### config.mk
export PLATFORM = sky130hd
export DESIGN_NAME = rtr_space
export DESIGN_NICKNAME = d
export VERILOG_FILES = /design/src/common/rtr_pkg.sv /design/src/rtl/rtr_buf2.sv /design/src/rtl/rtr_space.sv
export VERILOG_INCLUDE_DIRS = /design/src /design/src/common
export SDC_FILE = /design/constraint.sdc
export NUM_CORES = 1
export LEC_CHECK = 0
export BUFFER_PORTS_ARGS = -buffer_cell sky130_fd_sc_hd__buf_4
export CAP_MARGIN = 20
export CORE_ASPECT_RATIO = 1.5
export CORE_MARGIN = 2
export CORE_UTILIZATION = 55
export DETAILED_ROUTE_END_ITERATION = 12
export PLACE_DENSITY = 0.74
export SETUP_SLACK_MARGIN = 0.5
export SYNTH_ARGS = -nofsm -noshare
export SYNTH_HDL_FRONTEND = slang
export SYNTH_SLANG_ARGS = --single-unit
### constraint.sdc
create_clock -name mclk -period 2.5 [get_ports mclk]
set_input_delay 0.125 -clock mclk [delete_from_list [all_inputs] [get_ports mclk]]
set_output_delay 0.125 -clock mclk [all_outputs]
set_load 0.005 [all_outputs]
### src/common/rtr_regs.svh
// Purpose: Named constants for the clock register and SRAM space
// Assumes: Byte addresses on an eight-bit serial address
// Notes: Instruction codes are parameters of the top module
`ifndef RTR_REGS_SVH
`define RTR_REGS_SVH
`define RTR_RTC_FIRST 8'h00
`define RTR_RTC_LAST 8'h1F
`define RTR_RAM_FIRST 8'h20
`define RTR_RAM_LAST 8'h5F
`define RTR_PD_MIN 8'h18
`define RTR_PD_HOUR 8'h19
`define RTR_PD_DATE 8'h1A
`define RTR_PD_MONTH 8'h1B
`define RTR_PU_MIN 8'h1C
`define RTR_PU_HOUR 8'h1D
`define RTR_PU_DATE 8'h1E
`define RTR_PU_MONTH 8'h1F
`define RTR_DAY_OF_WEEK_CODE 8'h03
`define RTR_MIN_MASK 8'h7F
`define RTR_HOUR_MASK 8'h7F
`define RTR_DATE_MASK 8'h3F
`define RTR_MONTH_MASK 8'hFF
`define RTR_DAY_OF_WEEK_CODE_MASK 8'h1F
`define RTR_FAIL_BIT 4
`define RTR_VBEN_BIT 3
`define RTR_OSC_BIT 5
`define RTR_STAMP_RESET 8'h00
`define RTR_BYTE_LAST 3'h7
`define RTR_PIN_IDLE 3'h4
`endif

### src/common/rtr_pkg.sv
// Purpose: Types for the clock register and SRAM space
// Assumes: Nothing beyond the constants header
// Notes: Time snapshot travels as one packed struct
package rtr_pkg;
	typedef enum logic [1:0] {RTR_CMD, RTR_ADDR, RTR_WDATA, RTR_RDATA} rtr_phase_t;
	typedef struct packed {
		logic [7:0] minutes;
		logic [7:0] hours;
		logic [7:0] date;
		logic [7:0] month;
	} rtr_time_t;
	typedef struct packed {
		logic [7:0] addr;
		logic [7:0] data;
	} rtr_wr_t;
endpackage

### src/rtl/rtr_buf2.sv
// Purpose: Two-entry buffer with valid and ready on both sides
// Assumes: Single clock, synchronous active-high reset
// Notes: Ready on the filling side falls only when both slots hold data
`timescale 1ns/1ps
module rtr_buf2 #(
	parameter int WIDTH = 16
) (
	input wire logic mclk,
	input wire logic sys_rst,
	input wire logic in_valid,
	output logic in_ready,
	input wire logic [WIDTH-1:0] in_data,
	output logic out_valid,
	input wire logic out_ready,
	output logic [WIDTH-1:0] out_data
);
	logic [WIDTH-1:0] slot_reg [2];
	logic [WIDTH-1:0] slot_next [2];
	logic [1:0] cnt_reg, cnt_next;
	logic rd_reg, rd_next;
	logic wr_reg, wr_next;

	// Handshakes follow the fill count
	assign in_ready = (cnt_reg != 2'h2);
	assign out_valid = (cnt_reg != 2'h0);
	assign out_data = slot_reg[rd_reg];

	// Pointer and count update
	always_comb begin
		logic push;
		logic pop;
		push = in_valid && in_ready;
		pop = out_valid && out_ready;
		slot_next[0] = slot_reg[0];
		slot_next[1] = slot_reg[1];
		wr_next = wr_reg;
		rd_next = rd_reg;
		cnt_next = cnt_reg;
		if (push) begin
			slot_next[wr_reg] = in_data;
			wr_next = ~wr_reg;
		end
		if (pop) begin
			rd_next = ~rd_reg;
		end
		if (push && !pop) begin
			cnt_next = cnt_reg + 2'h1;
		end else if (pop && !push) begin
			cnt_next = cnt_reg - 2'h1;
		end
	end

	// Storage holds no reset; pointers do
	always_ff @(posedge mclk) begin
		slot_reg <= slot_next;
		if (sys_rst) begin
			cnt_reg <= 2'h0;
			rd_reg <= 1'b0;
			wr_reg <= 1'b0;
		end else begin
			cnt_reg <= cnt_next;
			rd_reg <= rd_next;
			wr_reg <= wr_next;
		end
	end
endmodule

### src/rtl/rtr_space.sv
// Purpose: Serial-accessed timekeeping registers and 64-byte SRAM
// Assumes: Serial mode 0, MSB first; link pins are asynchronous to mclk
// Notes: Counters, alarms and nonvolatile memory live elsewhere
// Behaviour
// RULE1 - Stamp date: BCD day, bits 7-6 zero
// RULE2 - Stamp month bits 7-5 hold weekday code
// RULE3 - Stamp month: BCD month, tens in bit 4
// RULE4 - Stamps at 1A/1B and 1E/1F
// RULE5 - Clock regs 00-1F, SRAM 20-5F
// RULE6 - SRAM access never stalls during updates
// RULE7 - SRAM not cleared by reset
// RULE8 - No serial access on backup supply
// RULE9 - Host sends select, write code, address, data
// RULE10 - Unlimited data bytes, pointer advances each
// RULE11 - Pointer wraps inside its region
// RULE12 - Byte committed at its eighth bit
// RULE13 - Host raises select to end write
// RULE14 - Access allowed during nonvolatile write cycle
// RULE15 - Same read/write codes for both regions
// RULE16 - SRAM kept over primary loss with backup
// RULE17 - Power events copy time, set fail flag
// RULE18 - No capture while fail flag set; a flag-clearing write in the same cycle still lets a capture through
// RULE19 - Clearing fail flag zeroes all stamps
// RULE20 - Reads advance pointer with same wrap
// RULE21 - Unused bits and out-of-range writes dropped
// RULE22 - Partial final byte discarded
`timescale 1ns/1ps
`include "rtr_regs.svh"
module rtr_space
	import rtr_pkg::*;
#(
	parameter logic [7:0] WRITE_CODE = 8'h12,
	parameter logic [7:0] READ_CODE = 8'h13
) (
	input wire logic mclk,
	input wire logic sys_rst,
	input wire logic sck,
	input wire logic cs_n,
	input wire logic si,
	output logic so,
	output logic so_oe,
	input wire logic on_backup,
	input wire logic power_lost_evt,
	input wire logic power_back_evt,
	input wire logic [31:0] time_now,
	input wire logic osc_running,
	input wire logic nv_write_busy,
	output logic power_fail_flag,
	output logic backup_input_enable
);
	// ------------------------------------------------------------
	// Pin synchronisers
	// ------------------------------------------------------------
	logic [2:0] sy1_reg, sy2_reg;
	logic sck_d_reg;
	logic sck_s, cs_s, si_s, sck_rise, sck_fall;

	// Two flops per pin; only the second is read
	always_ff @(posedge mclk) begin
		if (sys_rst) begin
			// Idle pin levels {select high, clock low, data low}: no false edge
			sy1_reg <= `RTR_PIN_IDLE;
			sy2_reg <= `RTR_PIN_IDLE;
			sck_d_reg <= 1'b0;
		end else begin
			sy1_reg <= {cs_n, sck, si};
			sy2_reg <= sy1_reg;
			sck_d_reg <= sy2_reg[1];
		end
	end
	assign cs_s = sy2_reg[2];
	assign sck_s = sy2_reg[1];
	assign si_s = sy2_reg[0];
	assign sck_rise = sck_s && !sck_d_reg;
	assign sck_fall = !sck_s && sck_d_reg;

	// ------------------------------------------------------------
	// Serial command engine
	// ------------------------------------------------------------
	rtr_phase_t phase_reg, phase_next;
	logic [2:0] bit_reg, bit_next;
	logic [7:0] sh_reg, sh_next;
	logic [7:0] ptr_reg, ptr_next;
	logic [7:0] tx_reg, tx_next;
	logic live_reg, live_next;
	logic oe_reg, oe_next;
	logic wr_valid;
	logic wr_ready;
	rtr_wr_t wr_word;
	logic [7:0] rx_byte;

	assign rx_byte = {sh_reg[6:0], si_s};

	// Wrap within the region the pointer sits in
	function automatic logic [7:0] rtr_step(input logic [7:0] a);
		logic [7:0] n;
		n = a + 8'h01;
		if (a == `RTR_RTC_LAST) begin
			n = `RTR_RTC_FIRST; // RULE11 RULE20
		end else if (a == `RTR_RAM_LAST) begin
			n = `RTR_RAM_FIRST; // RULE11 RULE20
		end
		return n;
	endfunction

	// Shift, decode and pointer state
	always_comb begin
		phase_next = phase_reg;
		bit_next = bit_reg;
		sh_next = sh_reg;
		ptr_next = ptr_reg;
		tx_next = tx_reg;
		live_next = live_reg;
		oe_next = oe_reg;
		wr_valid = 1'b0;
		if (cs_s || on_backup) begin
			// Deselect drops a partial byte; backup blocks the link
			phase_next = RTR_CMD; // RULE22 RULE8 RULE13
			bit_next = 3'h0;
			live_next = !on_backup;
			oe_next = 1'b0;
		end else if (!live_reg) begin
			oe_next = 1'b0; // RULE8
		end else if (sck_rise) begin
			sh_next = rx_byte;
			bit_next = bit_reg + 3'h1;
			if (bit_reg == `RTR_BYTE_LAST) begin
				case (phase_reg)
					RTR_CMD: begin
						// One code pair serves both regions
						if (rx_byte == WRITE_CODE) begin
							phase_next = RTR_ADDR; // RULE15 RULE9
						end else if (rx_byte == READ_CODE) begin
							phase_next = RTR_ADDR; // RULE15
							oe_next = 1'b1;
						end else begin
							live_next = 1'b0; // Other codes belong elsewhere
						end
					end
					RTR_ADDR: begin
						// First read byte waits for the falling edge, so out holds while high
						ptr_next = rx_byte;
						phase_next = oe_reg ? RTR_RDATA : RTR_WDATA;
					end
					RTR_WDATA: begin
						wr_valid = 1'b1; // RULE12 RULE10
						ptr_next = rtr_step(ptr_reg); // RULE10
					end
					default: begin
						ptr_next = rtr_step(ptr_reg); // RULE20
					end
				endcase
			end
		end else if (sck_fall && phase_reg == RTR_RDATA) begin
			if (bit_reg == 3'h0) begin
				tx_next = rtr_rd(ptr_reg);
			end else begin
				tx_next = {tx_reg[6:0], 1'b0};
			end
		end
	end

	always_ff @(posedge mclk) begin
		if (sys_rst) begin
			phase_reg <= RTR_CMD;
			bit_reg <= 3'h0;
			sh_reg <= 8'h00;
			ptr_reg <= 8'h00;
			tx_reg <= 8'h00;
			live_reg <= 1'b0;
			oe_reg <= 1'b0;
		end else begin
			phase_reg <= phase_next;
			bit_reg <= bit_next;
			sh_reg <= sh_next;
			ptr_reg <= ptr_next;
			tx_reg <= tx_next;
			live_reg <= live_next;
			oe_reg <= oe_next;
		end
	end
	assign so = tx_reg[7];
	assign so_oe = oe_reg && phase_reg == RTR_RDATA;
	assign wr_word = '{addr: ptr_reg, data: rx_byte};

	// ------------------------------------------------------------
	// Write buffer and storage
	// ------------------------------------------------------------
	rtr_wr_t bw;
	logic bw_valid;

	// Buffer hands each commit to storage; its output is always ready, so it never holds back
	rtr_buf2 #(.WIDTH(16)) u_buf (
		.mclk(mclk),
		.sys_rst(sys_rst),
		.in_valid(wr_valid),
		.in_ready(wr_ready),
		.in_data(wr_word),
		.out_valid(bw_valid),
		.out_ready(1'b1),
		.out_data(bw)
	);

	logic [7:0] ram [64];
	logic [7:0] wk_reg, wk_next;
	rtr_time_t pd_reg, pd_next, pu_reg, pu_next;

	// Read mux: stamp fields and weekday flags, SRAM, zero elsewhere
	function automatic logic [7:0] rtr_rd(input logic [7:0] a);
		logic [7:0] r;
		r = 8'h00;
		if (a == `RTR_PD_MIN) begin
			r = pd_reg.minutes;
		end else if (a == `RTR_PD_HOUR) begin
			r = pd_reg.hours;
		end else if (a == `RTR_PD_DATE) begin
			r = pd_reg.date; // RULE4 RULE1
		end else if (a == `RTR_PD_MONTH) begin
			r = pd_reg.month; // RULE4 RULE2 RULE3
		end else if (a == `RTR_PU_MIN) begin
			r = pu_reg.minutes;
		end else if (a == `RTR_PU_HOUR) begin
			r = pu_reg.hours;
		end else if (a == `RTR_PU_DATE) begin
			r = pu_reg.date; // RULE4
		end else if (a == `RTR_PU_MONTH) begin
			r = pu_reg.month; // RULE4
		end else if (a == `RTR_DAY_OF_WEEK_CODE) begin
			r = wk_reg;
			r[`RTR_OSC_BIT] = osc_running;
		end else if (a >= `RTR_RAM_FIRST && a <= `RTR_RAM_LAST) begin
			r = ram[a[5:0]]; // RULE5 RULE6
		end
		return r;
	endfunction

	// Masked field updates; captures, writes and flag clears
	always_comb begin
		logic [7:0] d;
		rtr_time_t snap;
		logic clr;
		clr = 1'b0;
		d = bw.data;
		snap = time_now;
		snap.date = snap.date & `RTR_DATE_MASK; // RULE1
		snap.month = {wk_reg[2:0], snap.month[4:0]}; // RULE2 RULE3
		pd_next = pd_reg;
		pu_next = pu_reg;
		wk_next = wk_reg;
		if (bw_valid) begin
			if (bw.addr == `RTR_PD_MIN) pd_next.minutes = d & `RTR_MIN_MASK; // RULE21
			else if (bw.addr == `RTR_PD_HOUR) pd_next.hours = d & `RTR_HOUR_MASK;
			else if (bw.addr == `RTR_PD_DATE) pd_next.date = d & `RTR_DATE_MASK; // RULE1
			else if (bw.addr == `RTR_PD_MONTH) pd_next.month = d & `RTR_MONTH_MASK;
			else if (bw.addr == `RTR_PU_MIN) pu_next.minutes = d & `RTR_MIN_MASK;
			else if (bw.addr == `RTR_PU_HOUR) pu_next.hours = d & `RTR_HOUR_MASK;
			else if (bw.addr == `RTR_PU_DATE) pu_next.date = d & `RTR_DATE_MASK;
			else if (bw.addr == `RTR_PU_MONTH) pu_next.month = d & `RTR_MONTH_MASK;
			else if (bw.addr == `RTR_DAY_OF_WEEK_CODE) begin
				wk_next = d & `RTR_DAY_OF_WEEK_CODE_MASK;
				// Fail flag is set-only by hardware; software may only clear
				wk_next[`RTR_FAIL_BIT] = wk_reg[`RTR_FAIL_BIT] & d[`RTR_FAIL_BIT];
				if (wk_reg[`RTR_FAIL_BIT] && !d[`RTR_FAIL_BIT]) begin
					clr = 1'b1;
					pd_next = '0; // RULE19
					pu_next = '0; // RULE19
				end
			end
		end
		// Capture only while flag clear; a capture beats a same-cycle clear
		if ((power_lost_evt || power_back_evt) && (!wk_reg[`RTR_FAIL_BIT] || clr)) begin // RULE18
			if (power_lost_evt) pd_next = snap; // RULE17
			if (power_back_evt) pu_next = snap; // RULE17
			wk_next[`RTR_FAIL_BIT] = 1'b1; // RULE17
		end
	end

	// Stamps reset to zero; SRAM has no reset and keeps its bytes
	always_ff @(posedge mclk) begin
		if (bw_valid && bw.addr >= `RTR_RAM_FIRST && bw.addr <= `RTR_RAM_LAST) begin
			ram[bw.addr[5:0]] <= bw.data; // RULE7 RULE16 RULE6 RULE14 RULE21
		end
		if (sys_rst) begin
			pd_reg <= {4{`RTR_STAMP_RESET}};
			pu_reg <= {4{`RTR_STAMP_RESET}};
			wk_reg <= 8'h00;
		end else begin
			pd_reg <= pd_next;
			pu_reg <= pu_next;
			wk_reg <= wk_next;
		end
	end
	assign power_fail_flag = wk_reg[`RTR_FAIL_BIT];
	assign backup_input_enable = wk_reg[`RTR_VBEN_BIT];
endmodule

# == Word-level counts from Yosys, hierarchy flattened ==
# Memories as Yosys holds them, arrays and structs flattened. A register that Yosys moved wholly into a read port is not among the register bits.
# Index checks and enable logic that the tools add are counted.
# totals
reg_bits,142
mem_bits_rw,512
inputBits,42
out_inout_bits,4
mem_count,1
# classes
n_addsub,4
order_cmp,7
n_eq_ne,35
muxes,116
bitwise_logic,18
reduce_logical,40
# memory_table
memory,words,width,rd,rd_clocked_by_memory_dff,write_ports,line,source
ram,64,8,1,1,1,rtr_space.sv:204,logic [7:0] ram [64];
# op_table
operator,count
$mux 32,32
$mux 8,25
$eq 8x5->1 const B,18
$mux 16,8
$mux 24,4
$mux 5,10
$bwmux 32,1
$mux 1,27
$reduce_and 10->1,2
$demux 16 s1,1
$eq 8x2->1 const B,2
$ge 8x6->1 const B,2
$le 8x7->1 const B,2
$ne 2x1->1 const B,8
$pmux 8 s2,1
$not 1->1,15
$reduce_and 5->1,3
$logic_and 1x1->1,13
$mux 6,2
$reduce_bool 2->1,5
$add 8x1->8 const B,1
$eq 8x7->1 const B,1
$mux 2,4
$logic_not 1->1,7
21 further kinds,26

# == Logic depth before layout (Yosys ltp) ==
# logic_depth
ltp_word,28
depth_mapped,11
depth_no_buf,8

# == Cells and area by module ==
# Synthesis repeated with hierarchy kept, for this count alone.
# hier_totals
hier_cells,1702
hier_area_um2,27174.8
# modules_own_cells
module,n_inst,cells_per_inst,area_each_um2
rtr_space,1,1630,25814.8
rtr_buf2,1,72,1360.1

# == Worst setup path after synthesis ==
# OpenSTA, ideal clock, no wires.
# synth_timing
kind,reg-to-reg
from,reg sy2_reg[2]
to,reg u_buf.slot_reg[16] in the netlist's numbering (enable)
arrival_time_ns,2.423
slack_ns,-0.313
path_stages_with_launch,6
n_path_buf,1
cell_sequence,dfxtp_1 -> or2_2 -> or2_1 -> clkbuf_1 -> a2111oi_1 -> nor2b_1
# synth_via
elab_chain_len,3
# synth_lines
element,line,source
start: declaration,rtr_space.sv:54,"logic [2:0] sy1_reg, sy2_reg;"
start signal: assignment,rtr_space.sv:63,sy2_reg <= `RTR_PIN_IDLE;
start signal: assignment,rtr_space.sv:67,sy2_reg <= sy1_reg;
$logic_or 1x1->1,rtr_space.sv:116,if (cs_s || on_backup) begin
$mux 1,rtr_space.sv:116,
$logic_and 1x1->1,rtr_buf2.sv:32,push = in_valid && in_ready;
end signal: assignment,rtr_buf2.sv:55,slot_reg <= slot_next;
end: declaration,rtr_buf2.sv:17,logic [WIDTH-1:0] slot_reg [2];
# Every way passes these cells.
# A chain may end at the register's enable or synchronous reset.

==> summary.md <==
| Metric | Value |
|---|---|
| Max reg flops | about 510 |
| Total GRT Usage | roughly a third |
| Post-Syn Area | 27200 sq um |
| HPWL Detailed | between 50000 and 60000 microns |
| Total core area | between 40000 and 50000 sq um |
| Reg2reg end | tx_reg[1] |
| Slew Viols, Final | 0 |
| Clk slew on worst S/H paths | roughly 0.07 ns |
| Number of synthesized register bits | 660 |
| CTS tree | built |
| Post-route DRC | 0 |
| Detailed-route wire length per cell | ~32 microns |
| FF-to-FF path depth | 9 |
| Top_reg_cell synth | edfxtp_1 |
| Site row count | 99 |
| 1st-iter DRT viols | ~2300 |
| Sequential element share of the synthesized area | between 60% and 70% |
| Max Clock Skew | 0.0277 ns |
| CP arrival | 2.99 ns |
| Via count | roughly 19000 |
| CP cell instances | buf_6, mux4_2, mux4_2, o22ai_2, buf_6, nor2_4, o31ai_2, buf_4, a21oi_2 |
| Status | complete, no violations |
| Number of I/O port buffers | 39 |
| Tcrit/Tclk final | between 90% and 100% |
| Routed WL | just under 90000 microns |
| Maximum vdd drop | roughly 610 uV |
| Final instance area | ~35000 sq um |
| Buf/Inv on CP | 3 |
| Hold WS | between 0.05 and 0.06 ns |
| Number of synthesized flops with an enable pin | roughly 540 |
| Largest delay contributor family on the critical path | multiplexers |
| Post-synth top area cell | edfxtp_1 |
| Fin. Hold Viols | 0 |
| Fmax | between 400 and 500 MHz |
| Mapped Cells | about 1800 |
| Fin util | between 70% and 80% |
| CP Max Fanout | 7 |
| Ys Warns | 0 |
| Slowest cell on the critical path | mux4_2 |
| Synth top area cells | edfxtp_1, mux4_2, dfxtp_1 |
| Initial core utilization | 55.8% |
| Die Ht | ~280 microns |
| Most common cell in the netlist | edfxtp_1 |
| Max_cap viols | 0 |
| Worst Hold Depth | 5 |
| RSZ-0062 raised after global routing | true |
| Clock Tree Buf Depth | 3 |
| Kind of critical path | reg2reg |
| Crit path capture type | register |
| Die X | 186 microns |
| HP Class | in2reg |
| Die Area | roughly 51000 sq um |
| Hold Path Sink | sh_reg[6] |
| Final ANT Viol Nets | 0 |
| Largest net degree at the start of global routing | 74 |
| Critical Path RT | roughly 3.0 ns |
| Layout cells sized above 1 | 38.2% |
| Initial antenna violation count | 1 |
| Leakage | roughly 11 nW |
| Synth async-reset ratio | 0% |
| Syn Area/Cell | about 16 sq um |
| Dpl cell area | 30200 sq um |
| Top cells by count, synth | edfxtp_1, nor2_1, mux4_2, dfxtp_1, nand2_1 |
| Worst-Margin Slew | around 1.1 ns |
| Overflow after GRT | 0 |
| Worst R2R Setup Slack | between 0.01 and 0.015 ns |
| Post-synth cell types | 76 |
| Hold_sp | on_backup |
| TritonRoute pass-1 iters | 6 |
| Worst path max stage delay | approximately 0.53 ns |
| Ports | between 40 and 50 |
| Nets | 2136 |
| Max_slew headroom | between 20% and 30% |
| PD cells | between 600 and 700 nW/um^2 |
| Clock buffer count from CTS | between 50 and 60 |
| Clk_lat worst skew | 0.62 ns |
| Root Driver | clkbuf_16 |
| Final setup violation count | 0 |
| Clock tree sinks | 660 |
| Area grow syn2layout | 28.2% |
| RD Place Congestion | ~1.0 |
| Via density | between 6 and 7 |
| Top cell type's share of synthesized area | between 60% and 70% |
| H-tree depth | 2 |
| Startpoint Class | register |
| Number of global-route vias before repair | ~18000 |
| Syn nets | 1800 |
| Total power after layout | approximately 0.023 W |
| Shortest period the worst path allows | 2.49 ns |
| First-pass GRT wire length | about 120000 microns |
[area by class of cell]
class                           count  area [sq um]
Inverter                           22          87.6
Fill cell                        2871         13800
Clock buffer                       77          1550
Clock inverter                     29           319
Antenna cell                        2          5.00
Sequential cell                   660         18700
Multi-Input combinational cell    969          9530
Tap cell                          656           821
Timing Repair Buffer              375          3850
[report_power, final]
group	leakage, nW	total, W	internal [W]	switching [W]
Clock	0.913	0.00910	0.00501	0.00409
Combinational	4.56	0.00195	0.000631	0.00132
Sequential	5.84	0.0124	0.0123	0.000128
Total	11.3	0.0235	0.0179	0.00554
[kinds of logic after synthesis]
logic type,share of synthesized area (%)
mux,12.9
simple gates,8.36
compound gates,7.53
fa+ha+maj,0.368
flops,68.6
xor+xnor,0.354
buf+inv,1.89
[how the worst max path moves through the flow]
stage	end	slack, ns	depth (start not counted)
floorplan	pd_reg[20]	0.08	7
finish	tx_reg[1]	0.01	9
global placement	pu_reg[20]	-0.17	7
CTS	pd_reg[16]	0.08	6
detailed placement	pu_reg[20]	-0.19	7
global route	pd_reg[21]	-0.08	6
[metal layers]
layer | vias up | share of wire, % | GRT usage [%]
met5 | - | 0 | 0
met4 | 0 | 9.1 | 24.2
met3 | 376 | 8.8 | 6.40
met2 | 1330 | 50 | 54.6
met1 | 9347 | 32 | 37.9
li1 | 7643 | - | -
[timing repair]
action	in CTS	in global routing
gates resized for setup	111	171
hold buffers	33	0
gates cloned	2	6
endpoints found under the setup margin	978	907
hold endpoints to repair	65	0
buffers inserted	52	39
pin swaps	44	65
[metrics by stage]
step | cells | setup slack, ns | TNS, ns
finish | 2790 | 0.0119 | 0
global route | 2789 | -0.0834 | -0.271
CTS | 2743 | 0.0824 | 0
detailed placement | 2550 | -0.186 | -6.43
global placement | 2550 | -0.167 | -2.99
floorplan | 1750 | 0.0814 | 0
[layout by cell type, fill, tap and decap left out, drive strengths merged, types with 7 or more instances in the layout]
cell type,n
and3,10
o2bb2ai,8
o21ai,42
nand2,105
mux4,133
nand3,32
a221oi,49
mux2,13
a211oi,17
dlygate4sd3,33
buf,336
o22ai,7
inv,23
nor2,171
edfxtp,544
nor3,71
clkbuf,83
nor2b,14
a21oi,51
nor3b,10
xnor2,7
o211ai,13
ha,8
nand3b,8
and2,10
dfxtp,116
a31oi,13
a22oi,19
clkinv,19
or3,12
mux2i,35
nand2b,10
or2,8
[worst reg2reg max path, stage by stage (launching register included)]
cell and delay (ns):
dfxtp_4 0.44, buf_6 0.13, mux4_2 0.53, mux4_2 0.51
o22ai_2 0.18, buf_6 0.15, nor2_4 0.05, o31ai_2 0.20
buf_4 0.15, a21oi_2 0.04
Power figures use the tool's default switching activity.
